--- src/hw/oie_regs.vh ---
// Register offsets, field positions and constant values of the interrupt event block.
`ifndef OIE_REGS_VH
`define OIE_REGS_VH

`define OIE_ADDR_W 8
`define OIE_EVENT_SET_ADDR 8'h80
`define OIE_EVENT_CLR_ADDR 8'h84

`define OIE_EVENT_W 23
`define OIE_EVENT_RESET 23'h000000
`define OIE_WRITABLE_MASK 23'h7f833f

`define OIE_BIT_MISSED_CYCLE 22
`define OIE_BIT_SIXTY_FOUR_SEC 21
`define OIE_BIT_NEW_ISO_CYCLE 20
`define OIE_BIT_PHY_STATUS 19
`define OIE_BIT_REG_ACCESS_FAIL 18
`define OIE_BIT_BUS_RESET 17
`define OIE_BIT_SELF_ID_DONE 16
`define OIE_BIT_SELF_ID_STICKY 15
`define OIE_BIT_LOCK_RESP_ERR 9
`define OIE_BIT_POSTED_WR_ERR 8
`define OIE_BIT_ISO_RX_SUMMARY 7
`define OIE_BIT_ISO_TX_SUMMARY 6
`define OIE_BIT_RSP_PKT 5
`define OIE_BIT_REQ_PKT 4
`define OIE_BIT_RX_RSP_DMA 3
`define OIE_BIT_RX_REQ_DMA 2
`define OIE_BIT_RSP_TX_DONE 1
`define OIE_BIT_REQ_TX_DONE 0

`define OIE_IRQ_ALWAYS 2'b11
`define OIE_RESP_OKAY 2'b00
`define OIE_RESP_SLVERR 2'b10

`endif

--- src/hw/oie_cycle.v ---
// Cycle timing watcher producing new-cycle, sixty-four-second and missed-cycle pulses.
`timescale 1ns/100ps
module oie_cycle (
	input wire aclk,
	input wire aresetn,
	input wire cycle_count_lsb,
	input wire seconds_bit,
	input wire cycle_start,
	input wire subaction_gap,
	input wire arb_reset_gap,
	output reg new_cycle_pulse,
	output reg sixty_four_pulse,
	output reg missed_cycle_pulse
);
	reg count_lsb_prev_reg;
	reg seconds_prev_reg;
	reg start_prev_reg;
	reg gap_prev_reg;
	reg arb_prev_reg;
	reg armed_reg;
	reg start_seen_reg;
	reg gap_seen_reg;
	reg predicted_reg;
	wire cycle_tick;
	wire start_rise;
	wire gap_rise;
	wire arb_rise;
	wire predict_now;
	wire lost_at_tick;

	assign cycle_tick = cycle_count_lsb ^ count_lsb_prev_reg;
	assign start_rise = cycle_start & ~start_prev_reg;
	assign gap_rise = subaction_gap & ~gap_prev_reg;
	assign arb_rise = arb_reset_gap & ~arb_prev_reg;
	// A second gap or an arbitration reset gap before any cycle start forecasts the loss.
	assign predict_now = armed_reg & ~start_seen_reg & ~start_rise & ~predicted_reg &
		((gap_rise & gap_seen_reg) | arb_rise);
	// The first tick after reset has no previous cycle to judge.
	assign lost_at_tick = cycle_tick & armed_reg & ~start_seen_reg & ~predicted_reg;

	//////////////////////////////////////////////////////////////////////////////////////
	always @(posedge aclk) begin
		if (!aresetn) begin
			count_lsb_prev_reg <= 1'b0;
			seconds_prev_reg <= 1'b0;
			start_prev_reg <= 1'b0;
			gap_prev_reg <= 1'b0;
			arb_prev_reg <= 1'b0;
			armed_reg <= 1'b0;
			start_seen_reg <= 1'b0;
			gap_seen_reg <= 1'b0;
			predicted_reg <= 1'b0;
			new_cycle_pulse <= 1'b0;
			sixty_four_pulse <= 1'b0;
			missed_cycle_pulse <= 1'b0;
		end else begin
			count_lsb_prev_reg <= cycle_count_lsb;
			seconds_prev_reg <= seconds_bit;
			start_prev_reg <= cycle_start;
			gap_prev_reg <= subaction_gap;
			arb_prev_reg <= arb_reset_gap;
			new_cycle_pulse <= cycle_tick;
			sixty_four_pulse <= seconds_bit ^ seconds_prev_reg;
			missed_cycle_pulse <= lost_at_tick | predict_now;
			if (cycle_tick) begin
				armed_reg <= 1'b1;
				start_seen_reg <= start_rise;
				gap_seen_reg <= 1'b0;
				predicted_reg <= 1'b0;
			end else begin
				if (start_rise) begin
					start_seen_reg <= 1'b1;
				end
				if (gap_rise) begin
					gap_seen_reg <= 1'b1;
				end
				if (predict_now) begin
					predicted_reg <= 1'b1;
				end
			end
		end
	end
endmodule

--- src/hw/oie_sync.v ---
// Two flip-flop synchroniser for a vector of independent pin levels.
`timescale 1ns/100ps
module oie_sync #(
	parameter W = 9
) (
	input wire aclk,
	input wire aresetn,
	input wire [W-1:0] async_in,
	output reg [W-1:0] sync_out
);
	reg [W-1:0] stage1_reg;

	// The first stage feeds only the second stage, so a metastable level never fans out.
	always @(posedge aclk) begin
		if (!aresetn) begin
			stage1_reg <= {W{1'b0}};
			sync_out <= {W{1'b0}};
		end else begin
			stage1_reg <= async_in;
			sync_out <= stage1_reg;
		end
	end
endmodule

--- src/hw/oie_top.v ---
// Interrupt event register, low bits, with AXI4-Lite set and clear aliases.
//
// Functional notes
// - Flag missed cycle when no cycle start occurs between two new-cycle ticks.
// - Missed cycle may be flagged early by gap or arbitration reset prediction.
// - Flag sixty-four-second event when the watched seconds bit changes.
// - Flag new isochronous cycle when cycle count low bit toggles.
// - Flag PHY status event when the PHY requests an interrupt.
// - Flag register access failure when an access finds the link clock absent.
// - Flag bus reset event when the PHY enters bus reset.
// - Self-ID done sets on stream end, clears as bus reset sets.
// - Sticky self-ID copy sets with self-ID done, ignores bus reset.
// - Bits ten to fourteen always read zero.
// - Flag lock response error when lock response gets no ack_complete.
// - Flag posted write error on host bus error writing acknowledged data.
// - Receive summary is OR of masked receive context events, not latched.
// - Transmit summary is OR of masked transmit context events, not latched.
// - Flag response packet received after buffer and descriptor update.
// - Flag request packet received after buffer and descriptor update.
// - Receive response DMA bit sets on descriptor completion, conditionally.
// - Receive request DMA bit sets on descriptor completion, conditionally.
// - Response transmit done sets on command completion, conditionally.
// - Request transmit done sets on command completion, conditionally.
// - Bits set by source rising edge or set alias; cleared by clear alias, self-ID done also by bus reset.
// - Reads return event bits ANDed with interrupt mask bits.
`timescale 1ns/100ps
`include "oie_regs.vh"
module oie_top #(
	parameter NUM_RX_CTX = 4,
	parameter NUM_TX_CTX = 4
) (
	input wire aclk,
	input wire aresetn,
	input wire [7:0] s_axi_awaddr,
	input wire [2:0] s_axi_awprot,
	input wire s_axi_awvalid,
	output reg s_axi_awready,
	input wire [31:0] s_axi_wdata,
	input wire [3:0] s_axi_wstrb,
	input wire s_axi_wvalid,
	output reg s_axi_wready,
	output reg [1:0] s_axi_bresp,
	output reg s_axi_bvalid,
	input wire s_axi_bready,
	input wire [7:0] s_axi_araddr,
	input wire [2:0] s_axi_arprot,
	input wire s_axi_arvalid,
	output reg s_axi_arready,
	output reg [31:0] s_axi_rdata,
	output reg [1:0] s_axi_rresp,
	output reg s_axi_rvalid,
	input wire s_axi_rready,
	input wire [22:0] interrupt_mask,
	input wire phy_status_request_pin,
	input wire phy_bus_reset_pin,
	input wire self_id_stream_done_pin,
	input wire link_clock_alive_pin,
	input wire cycle_count_lsb_pin,
	input wire cycle_seconds_bit_pin,
	input wire cycle_start_pin,
	input wire subaction_gap_pin,
	input wire arb_reset_gap_pin,
	input wire core_reg_access,
	input wire lock_response_no_ack,
	input wire posted_write_host_error,
	input wire response_packet_stored,
	input wire request_packet_stored,
	input wire async_receive_response_dma_done,
	input wire [1:0] async_receive_response_dma_irq,
	input wire async_receive_request_dma_done,
	input wire [1:0] async_receive_request_dma_irq,
	input wire async_transmit_response_context_done,
	input wire [1:0] async_transmit_response_context_irq,
	input wire async_transmit_request_context_done,
	input wire [1:0] async_transmit_request_context_irq,
	input wire [NUM_RX_CTX-1:0] iso_rx_ctx_event,
	input wire [NUM_RX_CTX-1:0] iso_rx_ctx_mask,
	input wire [NUM_TX_CTX-1:0] iso_tx_ctx_event,
	input wire [NUM_TX_CTX-1:0] iso_tx_ctx_mask,
	output reg [22:0] event_status
);
	//////////////////////////////////////////////////////////////////////////////////////
	// Pin synchronisation and cycle timing.

	wire [8:0] pins_async;
	wire [8:0] pins_sync;
	wire new_cycle_pulse;
	wire sixty_four_pulse;
	wire missed_cycle_pulse;
	wire phy_status_sync;
	wire bus_reset_sync;
	wire self_id_done_sync;
	wire link_alive_sync;
	wire cycle_lsb_sync;
	wire seconds_sync;
	wire cycle_start_sync;
	wire subaction_gap_sync;
	wire arb_gap_sync;

	assign pins_async = {arb_reset_gap_pin, subaction_gap_pin, cycle_start_pin,
		cycle_seconds_bit_pin, cycle_count_lsb_pin, link_clock_alive_pin,
		self_id_stream_done_pin, phy_bus_reset_pin, phy_status_request_pin};

	oie_sync #(
		.W(9)
	) u_sync (
		.aclk(aclk),
		.aresetn(aresetn),
		.async_in(pins_async),
		.sync_out(pins_sync)
	);

	assign phy_status_sync = pins_sync[0];
	assign bus_reset_sync = pins_sync[1];
	assign self_id_done_sync = pins_sync[2];
	assign link_alive_sync = pins_sync[3];
	assign cycle_lsb_sync = pins_sync[4];
	assign seconds_sync = pins_sync[5];
	assign cycle_start_sync = pins_sync[6];
	assign subaction_gap_sync = pins_sync[7];
	assign arb_gap_sync = pins_sync[8];

	oie_cycle u_cycle (
		.aclk(aclk),
		.aresetn(aresetn),
		.cycle_count_lsb(cycle_lsb_sync),
		.seconds_bit(seconds_sync),
		.cycle_start(cycle_start_sync),
		.subaction_gap(subaction_gap_sync),
		.arb_reset_gap(arb_gap_sync),
		.new_cycle_pulse(new_cycle_pulse),
		.sixty_four_pulse(sixty_four_pulse),
		.missed_cycle_pulse(missed_cycle_pulse)
	);

	//////////////////////////////////////////////////////////////////////////////////////
	// Event sources, taken on their rising edge.

	reg [22:0] source_prev_reg;
	reg [22:0] source_level;
	wire [22:0] hw_set;
	wire reg_fail_set;
	wire rx_rsp_dma_set;
	wire rx_req_dma_set;
	wire rsp_tx_done_set;
	wire req_tx_done_set;

	// An access while the link clock is missing would hang, so it is flagged instead.
	assign reg_fail_set = core_reg_access & ~link_alive_sync;
	// A completion whose descriptor asks for no interrupt stays silent.
	assign rx_rsp_dma_set = async_receive_response_dma_done &
		(async_receive_response_dma_irq == `OIE_IRQ_ALWAYS);
	assign rx_req_dma_set = async_receive_request_dma_done &
		(async_receive_request_dma_irq == `OIE_IRQ_ALWAYS);
	assign rsp_tx_done_set = async_transmit_response_context_done &
		(async_transmit_response_context_irq == `OIE_IRQ_ALWAYS);
	assign req_tx_done_set = async_transmit_request_context_done &
		(async_transmit_request_context_irq == `OIE_IRQ_ALWAYS);

	always @* begin
		source_level = 23'h000000;
		source_level[`OIE_BIT_MISSED_CYCLE] = missed_cycle_pulse;
		source_level[`OIE_BIT_SIXTY_FOUR_SEC] = sixty_four_pulse;
		source_level[`OIE_BIT_NEW_ISO_CYCLE] = new_cycle_pulse;
		source_level[`OIE_BIT_PHY_STATUS] = phy_status_sync;
		source_level[`OIE_BIT_REG_ACCESS_FAIL] = reg_fail_set;
		source_level[`OIE_BIT_BUS_RESET] = bus_reset_sync;
		source_level[`OIE_BIT_SELF_ID_DONE] = self_id_done_sync;
		source_level[`OIE_BIT_SELF_ID_STICKY] = self_id_done_sync;
		source_level[`OIE_BIT_LOCK_RESP_ERR] = lock_response_no_ack;
		source_level[`OIE_BIT_POSTED_WR_ERR] = posted_write_host_error;
		source_level[`OIE_BIT_RSP_PKT] = response_packet_stored;
		source_level[`OIE_BIT_REQ_PKT] = request_packet_stored;
		source_level[`OIE_BIT_RX_RSP_DMA] = rx_rsp_dma_set;
		source_level[`OIE_BIT_RX_REQ_DMA] = rx_req_dma_set;
		source_level[`OIE_BIT_RSP_TX_DONE] = rsp_tx_done_set;
		source_level[`OIE_BIT_REQ_TX_DONE] = req_tx_done_set;
	end

	// A source held high sets its bit once; the edge must recur to set it again.
	assign hw_set = source_level & ~source_prev_reg & `OIE_WRITABLE_MASK;

	//////////////////////////////////////////////////////////////////////////////////////
	// AXI4-Lite write channel.

	reg aw_held_reg;
	reg [7:0] aw_addr_reg;
	reg w_held_reg;
	reg [31:0] w_data_reg;
	reg [3:0] w_strb_reg;
	wire write_fire;
	wire [31:0] strobed_data;
	wire wr_is_set;
	wire wr_is_clr;
	wire wr_hit;
	wire [22:0] sw_set;
	wire [22:0] sw_clr;

	// Address and data may arrive in either order; the write fires once both are held.
	assign write_fire = aw_held_reg & w_held_reg & ~s_axi_bvalid;
	assign strobed_data = w_data_reg & {{8{w_strb_reg[3]}}, {8{w_strb_reg[2]}},
		{8{w_strb_reg[1]}}, {8{w_strb_reg[0]}}};
	assign wr_is_set = (aw_addr_reg == `OIE_EVENT_SET_ADDR);
	assign wr_is_clr = (aw_addr_reg == `OIE_EVENT_CLR_ADDR);
	assign wr_hit = wr_is_set | wr_is_clr;
	assign sw_set = (write_fire & wr_is_set) ?
		(strobed_data[22:0] & `OIE_WRITABLE_MASK) : 23'h000000;
	assign sw_clr = (write_fire & wr_is_clr) ?
		(strobed_data[22:0] & `OIE_WRITABLE_MASK) : 23'h000000;

	always @(posedge aclk) begin
		if (!aresetn) begin
			aw_held_reg <= 1'b0;
			aw_addr_reg <= 8'h00;
			w_held_reg <= 1'b0;
			w_data_reg <= 32'h00000000;
			w_strb_reg <= 4'h0;
			s_axi_awready <= 1'b1;
			s_axi_wready <= 1'b1;
			s_axi_bvalid <= 1'b0;
			s_axi_bresp <= `OIE_RESP_OKAY;
		end else begin
			if (s_axi_awvalid & s_axi_awready) begin
				aw_held_reg <= 1'b1;
				aw_addr_reg <= {s_axi_awaddr[7:2], 2'b00};
				s_axi_awready <= 1'b0;
			end
			if (s_axi_wvalid & s_axi_wready) begin
				w_held_reg <= 1'b1;
				w_data_reg <= s_axi_wdata;
				w_strb_reg <= s_axi_wstrb;
				s_axi_wready <= 1'b0;
			end
			if (write_fire) begin
				aw_held_reg <= 1'b0;
				w_held_reg <= 1'b0;
				s_axi_bvalid <= 1'b1;
				if (wr_hit) begin
					s_axi_bresp <= `OIE_RESP_OKAY;
				end else begin
					s_axi_bresp <= `OIE_RESP_SLVERR;
				end
			end else if (s_axi_bvalid & s_axi_bready) begin
				s_axi_bvalid <= 1'b0;
				s_axi_awready <= 1'b1;
				s_axi_wready <= 1'b1;
			end
		end
	end

	//////////////////////////////////////////////////////////////////////////////////////
	// Event bits and unlatched isochronous summaries.

	reg [22:0] event_reg;
	reg [22:0] event_next;
	reg iso_rx_summary_reg;
	reg iso_tx_summary_reg;
	wire [22:0] visible_events;
	wire [22:0] masked_events;
	wire self_id_clear;

	// Bus reset wins over a self-ID edge that falls in the same cycle.
	assign self_id_clear = hw_set[`OIE_BIT_BUS_RESET];

	always @* begin
		// The hardware set is applied last so it survives a simultaneous clear.
		event_next = ((event_reg | sw_set) & ~sw_clr) | hw_set;
		if (self_id_clear) begin
			event_next[`OIE_BIT_SELF_ID_DONE] = 1'b0;
		end
		event_next = event_next & `OIE_WRITABLE_MASK;
	end

	always @(posedge aclk) begin
		if (!aresetn) begin
			source_prev_reg <= 23'h000000;
			event_reg <= `OIE_EVENT_RESET;
		end else begin
			source_prev_reg <= source_level;
			event_reg <= event_next;
		end
	end

	// The summaries follow their contexts and are never latched, so a clear cannot touch them.
	always @(posedge aclk) begin
		if (!aresetn) begin
			iso_rx_summary_reg <= 1'b0;
			iso_tx_summary_reg <= 1'b0;
		end else begin
			iso_rx_summary_reg <= |(iso_rx_ctx_event & iso_rx_ctx_mask);
			iso_tx_summary_reg <= |(iso_tx_ctx_event & iso_tx_ctx_mask);
		end
	end

	assign visible_events = {event_reg[22:8], iso_rx_summary_reg, iso_tx_summary_reg,
		event_reg[5:0]};
	assign masked_events = visible_events & interrupt_mask;

	always @(posedge aclk) begin
		if (!aresetn) begin
			event_status <= 23'h000000;
		end else begin
			event_status <= visible_events;
		end
	end

	//////////////////////////////////////////////////////////////////////////////////////
	// AXI4-Lite read channel.

	wire [7:0] rd_addr;

	assign rd_addr = {s_axi_araddr[7:2], 2'b00};

	always @(posedge aclk) begin
		if (!aresetn) begin
			s_axi_arready <= 1'b1;
			s_axi_rvalid <= 1'b0;
			s_axi_rdata <= 32'h00000000;
			s_axi_rresp <= `OIE_RESP_OKAY;
		end else begin
			if (s_axi_arvalid & s_axi_arready) begin
				s_axi_arready <= 1'b0;
				s_axi_rvalid <= 1'b1;
				// Both aliases read the same masked value; only a write tells them apart.
				if (rd_addr == `OIE_EVENT_SET_ADDR) begin
					s_axi_rdata <= {9'h000, masked_events};
					s_axi_rresp <= `OIE_RESP_OKAY;
				end else if (rd_addr == `OIE_EVENT_CLR_ADDR) begin
					s_axi_rdata <= {9'h000, masked_events};
					s_axi_rresp <= `OIE_RESP_OKAY;
				end else begin
					s_axi_rdata <= 32'h00000000;
					s_axi_rresp <= `OIE_RESP_SLVERR;
				end
			end else if (s_axi_rvalid & s_axi_rready) begin
				s_axi_rvalid <= 1'b0;
				s_axi_arready <= 1'b1;
			end
		end
	end
endmodule

--- config.mk ---
export PLATFORM = sky130hd
export DESIGN_NAME = oie_top
export DESIGN_NICKNAME = d
export VERILOG_FILES = /design/src/hw/oie_cycle.v /design/src/hw/oie_sync.v /design/src/hw/oie_top.v
export VERILOG_INCLUDE_DIRS = /design/src /design/src/hw
export SDC_FILE = /design/constraint.sdc
export NUM_CORES = 1
export LEC_CHECK = 0
export ABC_AREA = 1
export BUFFER_PORTS_ARGS = -buffer_cell sky130_fd_sc_hd__buf_2
export CAP_MARGIN = 20
export CORE_MARGIN = 5
export CORE_UTILIZATION = 35
export DETAILED_ROUTE_END_ITERATION = 16
export PLACE_DENSITY = 0.61
export SLEW_MARGIN = 20
export SYNTH_ARGS = -nofsm -noshare
export SYNTH_HDL_FRONTEND = slang
export SYNTH_SLANG_ARGS = --single-unit
--- constraint.sdc ---
create_clock -name aclk -period 2.1 [get_ports aclk]
set_input_delay 0.42 -clock aclk [delete_from_list [all_inputs] [get_ports aclk]]
set_output_delay 0.42 -clock aclk [all_outputs]
set_load 0.005 [all_outputs]
==> results of run 1 <==
==> worst min-delay path by stage <==
stage	to	startpoint	depth (start not counted)
after floorplan	source_prev_reg[18]$_SDFF_PN0_	u_sync.sync_out[3]$_SDFF_PN0_	1
after global placement	source_prev_reg[18]$_SDFF_PN0_	u_sync.sync_out[3]$_SDFF_PN0_	1
after detailed placement	source_prev_reg[18]$_SDFF_PN0_	u_sync.sync_out[3]$_SDFF_PN0_	1
after CTS	u_sync.stage1_reg[8]$_SDFF_PN0_	arb_reset_gap_pin	3
after global routing	u_sync.stage1_reg[5]$_SDFF_PN0_	cycle_seconds_bit_pin	3
final	u_sync.stage1_reg[5]$_SDFF_PN0_	cycle_seconds_bit_pin	3
==> where the power goes <==
part / internal, uW / switching (uW) / total [uW]
Sequential: 2650 / 63.9 / 2720
Clock: 2010 / 1070 / 3080
Combinational: 185 / 250 / 435
Total: 4850 / 1390 / 6230
==> final cells by class <==
type	instances	area (sq um)
fillers	1461	7891
flip-flops and latches	133	2663
multi-input cells	397	1805
repair buffers	147	780.7
clock buffers	19	442.9
inverters	100	375.4
well taps	184	230.2
clock inverters	12	180.2
==> synthesized netlist by cell type <==
cell type  number
nand2_1       186
clkbuf_1       10
buf_4          22
nor2_1         58
dfxtp_1       133
o21ai_2        15
o22ai_1         2
nand3_1        13
nand4_1         6
o21ai_0        36
xnor2_1         2
buf_1           1
nand3b_1       15
o21ai_1         1
nor2_4          2
clkbuf_2        1
inv_1          98
a41oi_1         2
inv_2           2
a21oi_1        31
buf_6           2
nand2_2         3
nor3_4          1
nor2_2          3
buf_2          11
conb_1          1
==> cells by family (layout without fill, tap and decap cells) <==
group,count (synthesis),in the layout,share of synthesized area [%]
buf+inv,147,278,13.14
compound gates,87,87,9.921
xor+xnor,2,2,0.3464
simple gates,287,287,23.87
other cells,1,21,0.07415
flops,133,133,52.65
==> through the flow <==
step           setup WS [ns]  utilization [%]  cell area, sq um  total power (uW)  instances
2_1_floorplan         0.9114                -              5132              3040        677
3_3_place_gp          0.6206            40.74              5854              3205        961
3_5_place_dp          0.5910            40.74              5854              3213        961
4_1_cts               0.5824            45.08              6477              6322        992
5_1_grt               0.4724            45.08              6477              6532        992
6_report              0.6192            45.08              6477              6234        992
==> routing by layer <==
metal  GRT usage [%]  part of all wire (%)  wire, microns
met4           4.584                   1.0            119
met1           17.17                    44           5135
met3           4.830                   6.0            697
met2           22.93                    49           5643
met5               0                     0              0
==> impl_metrics.env, run 1 <==
export IMPL_outcome="complete, no violations"
export IMPL_hp_class="primary input to register"
export IMPL_vias=4184
export IMPL_setup_tns_ns=0
export IMPL_cts_tree="built"
export IMPL_route_detailed_drc=0
export IMPL_ys_warn_count=0
export IMPL_routed_via_density=4.218
export IMPL_initial_utilization_pct=35.20
export IMPL_cts_max_level=4
export IMPL_drtIter0Drc=164
export IMPL_drive_gt1_share_pct=25.12
export IMPL_rsz0062_at_grt="false"
export IMPL_rows=44
export IMPL_port_buffers=140
export IMPL_design_core_area_sq_um=14370
export IMPL_cp_cell_sequence="buf_2"
export IMPL_final_common_cell="nand2_1"
export IMPL_cp_end_kind="output pin"
export IMPL_die_h_microns=130.2
export IMPL_num_nets_final=926
export IMPL_cts_sinks=133
export IMPL_max_stage_delay_ns=0.48
export IMPL_wl_per_cell_microns=11.69
export IMPL_r2r_cells=7
export IMPL_r2r_slack_ns=0.64
export IMPL_grt_pass1_wl_microns=18340
export IMPL_synth_seq_area_share_pct=52.65
export IMPL_power_leakage_uw=0.003370
export IMPL_diodes=0
export IMPL_synth_area_leaders="dfxtp_1 53%, nand2_1 14%, inv_1 7.3%, nor2_1 4.3%, o21ai_0 3.6%"
export IMPL_crit_start="s_axi_bvalid$_SDFFE_PN0P_"
export IMPL_finalWirelength_microns=11600
export IMPL_avgSynthCellArea_sq_um=7.698
export IMPL_die_w_microns=130.2
export IMPL_grt_max_degree=68
export IMPL_biggestRegsByFlops="event_status: 18 flops, s_axi_rdata: 18 flops"
export IMPL_pin_count=194
export IMPL_start_kind="register"
export IMPL_cts_buffers=17
export IMPL_first_global_vias=3868
export IMPL_cts_setup_buffers=0
export IMPL_arrival_ns=1.06
export IMPL_dpl_hpwl_microns=8606
export IMPL_cp_slowest_cell="dfxtp_1"
export IMPL_tightest_slew_ns=0.6229
export IMPL_max_freq_mhz=675.3
export IMPL_holdWs_ns=0.1893
export IMPL_slew_viol_final=0
export IMPL_cp_required_ns=1.68
export IMPL_r2r_start="aw_addr_reg[5]$_SDFFE_PN0P_"
export IMPL_synth_top_area_share_pct=52.65
export IMPL_skew_ns=0.005641
export IMPL_synthCells=657
export IMPL_area_growth_pct=28.08
export IMPL_maxCapViolCount=0
export IMPL_yosysTopAreaCell="dfxtp_1"
export IMPL_crit_path_max_fanout=5
export IMPL_crit_type="register to output pin"
export IMPL_syn_area_sq_um=5057
export IMPL_yosys_register_bits=133
export IMPL_synth_cell_types=26
export IMPL_cpLargestDelayFamily="flip-flops"
export IMPL_grt_use_total_pct=13.96
export IMPL_p_per_area_nw_per_um2=962.5
export IMPL_timing_final_crit_share_pct=70.51
export IMPL_slew_headroom_pct=58.43
export IMPL_clk_pin_slew_ns=0.06
export IMPL_drtPass1Iterations=4
export IMPL_insertion_delay_ns=0.41
export IMPL_die_area_sq_um=16950
export IMPL_layout_common_cells="186 x nand2_1, 139 x buf_2, 133 x dfxtp_1"
export IMPL_setup_viol=0
export IMPL_crit_path_end="s_axi_bvalid"
export IMPL_ctsLongestPathBuffers=2
export IMPL_ctsResizeCount=0
export IMPL_hold_viol=0
export IMPL_drtAntennaViolNets=0
export IMPL_crit_cells=1
export IMPL_root_buffer="clkbuf_16"
export IMPL_vdd_drop_max_uv=549.8
export IMPL_path_buf_inv=1
export IMPL_r2r_end="event_reg[4]$_SDFF_PN0_"
export IMPL_period_needed_ns=1.481
export IMPL_gp_congestion=0.7687
export IMPL_cts_hold_buffers=0
export IMPL_grt_overflow=0
export IMPL_antenna_found_initial=0
(Power assumes the default switching activity.)
==> run 2: changes to the inputs <==
clock period = 1.43 ns   (was 2.1 ns; I/O delays follow)
==> run 2 against run 1 <==
Worst hold slack lost 0.14 ns. Setup slack got worse by 0.54 ns. Clock skew grew 0.0026 ns. Clock power rose by 49%. Via count grew 0.65%. Die area is the same. Sequential power grew 47%. Register-to-register slack got worse by 0.49 ns. Routed wire length up 0.43%. Cell area rose by 1.0%. Critical path depth unchanged. Critical path type unchanged.
==> impl_metrics.env, run 2 (synthesis results as in run 1) <==
export IMPL_period_needed_ns=1.354
export IMPL_cp_cell_sequence="buf_2"
export IMPL_root_buffer="clkbuf_16"
export IMPL_p_per_area_nw_per_um2=1410
export IMPL_route_detailed_drc=0
export IMPL_grt_use_total_pct=14.09
export IMPL_die_w_microns=130.2
export IMPL_grt_pass1_wl_microns=18280
export IMPL_crit_path_max_fanout=5
export IMPL_initial_utilization_pct=35.20
export IMPL_port_buffers=140
export IMPL_first_global_vias=3802
export IMPL_finalWirelength_microns=11650
export IMPL_diodes=0
export IMPL_gp_congestion=0.7513
export IMPL_cts_max_level=4
export IMPL_rsz0062_at_grt="false"
export IMPL_die_area_sq_um=16950
export IMPL_maxCapViolCount=0
export IMPL_hp_class="primary input to register"
export IMPL_layout_common_cells="186 x nand2_1, 139 x buf_2, 131 x dfxtp_1"
export IMPL_slew_viol_final=0
export IMPL_setup_viol=0
export IMPL_hold_viol=0
export IMPL_max_freq_mhz=738.4
export IMPL_timing_final_crit_share_pct=94.70
export IMPL_cp_end_kind="output pin"
export IMPL_power_leakage_uw=0.003410
export IMPL_cpLargestDelayFamily="flip-flops"
export IMPL_drtAntennaViolNets=0
export IMPL_ctsResizeCount=0
export IMPL_drtPass1Iterations=4
export IMPL_drtIter0Drc=203
export IMPL_tightest_slew_ns=0.6478
export IMPL_outcome="complete, no violations"
export IMPL_max_stage_delay_ns=0.48
export IMPL_cts_buffers=17
export IMPL_drive_gt1_share_pct=25.37
export IMPL_die_h_microns=130.2
export IMPL_skew_ns=0.008196
export IMPL_biggestRegsByFlops="event_status: 18 flops, s_axi_rdata: 18 flops"
export IMPL_fin_util_pct=45.53
export IMPL_design_core_area_sq_um=14370
export IMPL_slew_headroom_pct=56.76
export IMPL_path_buf_inv=1
export IMPL_start_kind="register"
export IMPL_cts_setup_buffers=0
export IMPL_antenna_found_initial=1
export IMPL_cp_required_ns=1.14
export IMPL_vdd_drop_max_uv=815.0
export IMPL_cts_sinks=133
export IMPL_clk_pin_slew_ns=0.05
export IMPL_crit_type="register to output pin"
export IMPL_cts_tree="built"
export IMPL_arrival_ns=1.07
export IMPL_rows=44
export IMPL_wl_per_cell_microns=11.69
export IMPL_setup_tns_ns=0
export IMPL_grt_max_degree=35
export IMPL_ctsLongestPathBuffers=2
export IMPL_vias=4211
export IMPL_insertion_delay_ns=0.42
export IMPL_fill_cells=1510
export IMPL_area_growth_pct=29.37
export IMPL_dpl_hpwl_microns=8792
export IMPL_cp_slowest_cell="dfxtp_1"
export IMPL_grt_overflow=0
export IMPL_num_nets_final=930
export IMPL_cts_hold_buffers=0
export IMPL_final_common_cell="nand2_1"
export IMPL_routed_via_density=4.228
export IMPL_pin_count=194
run 2: worst paths after layout:
path,startpoint,endpoint,slack (ns),cells after the start
setup / recovery,s_axi_bvalid$_SDFFE_PN0P_,s_axi_bvalid,0.08,1
hold / removal,cycle_seconds_bit_pin,u_sync.stage1_reg[5]$_SDFF_PN0_,0.05,3
setup reg to reg,aw_addr_reg[2]$_SDFFE_PN0P_,event_reg[22]$_SDFF_PN0_,0.15,8
hold reg to reg,u_sync.sync_out[3]$_SDFF_PN0_,source_prev_reg[18]$_SDFF_PN0_,0.40,1
run 2: cell type report:
type	instances	area, sq um	area share, %
clock inverters	10	180.2	2.754
clock buffers	21	440.4	6.732
flip-flops and latches	133	2665	40.73
well taps	184	230.2	3.519
inverters	100	375.4	5.737
multi-input cells	397	1815	27.75
repair buffers	151	835.8	12.77
run 2: report_power, final:
| group | internal [uW] | switching [uW] | leakage (uW) |
|---|---|---|---|
| Combinational | 276 | 371 | 0.00202 |
| Sequential | 3900 | 93.4 | 0.00109 |
| Clock | 3070 | 1520 | 0.000297 |
run 2: metal layers:
layer	track usage [%]	vias to the layer above	share of wire, %
met2	23.11	100	49
met4	5.685	2	1.5
met5	0	-	0.11
met1	16.36	1842	42
li1	-	2247	-
met3	5.772	20	7.3
run 2: per-stage QoR:
| stage | power [uW] | std cells | area, sq um | hold slack, ns | setup WS, ns |
|---|---|---|---|---|---|
| 6_report | 9228 | 996 | 6543 | 0.04981 | 0.07577 |
| 5_1_grt | 9656 | 996 | 6543 | 0.04354 | 0.0002750 |
| 4_1_cts | 9355 | 996 | 6530 | 0.02590 | 0.04170 |
| 3_5_place_dp | 4721 | 965 | 5909 | 0.3936 | 0.1187 |
| 3_3_place_gp | 4706 | 965 | 5909 | 0.3885 | 0.1271 |
| 2_1_floorplan | 4465 | 677 | 5132 | 0.3780 | 0.2788 |
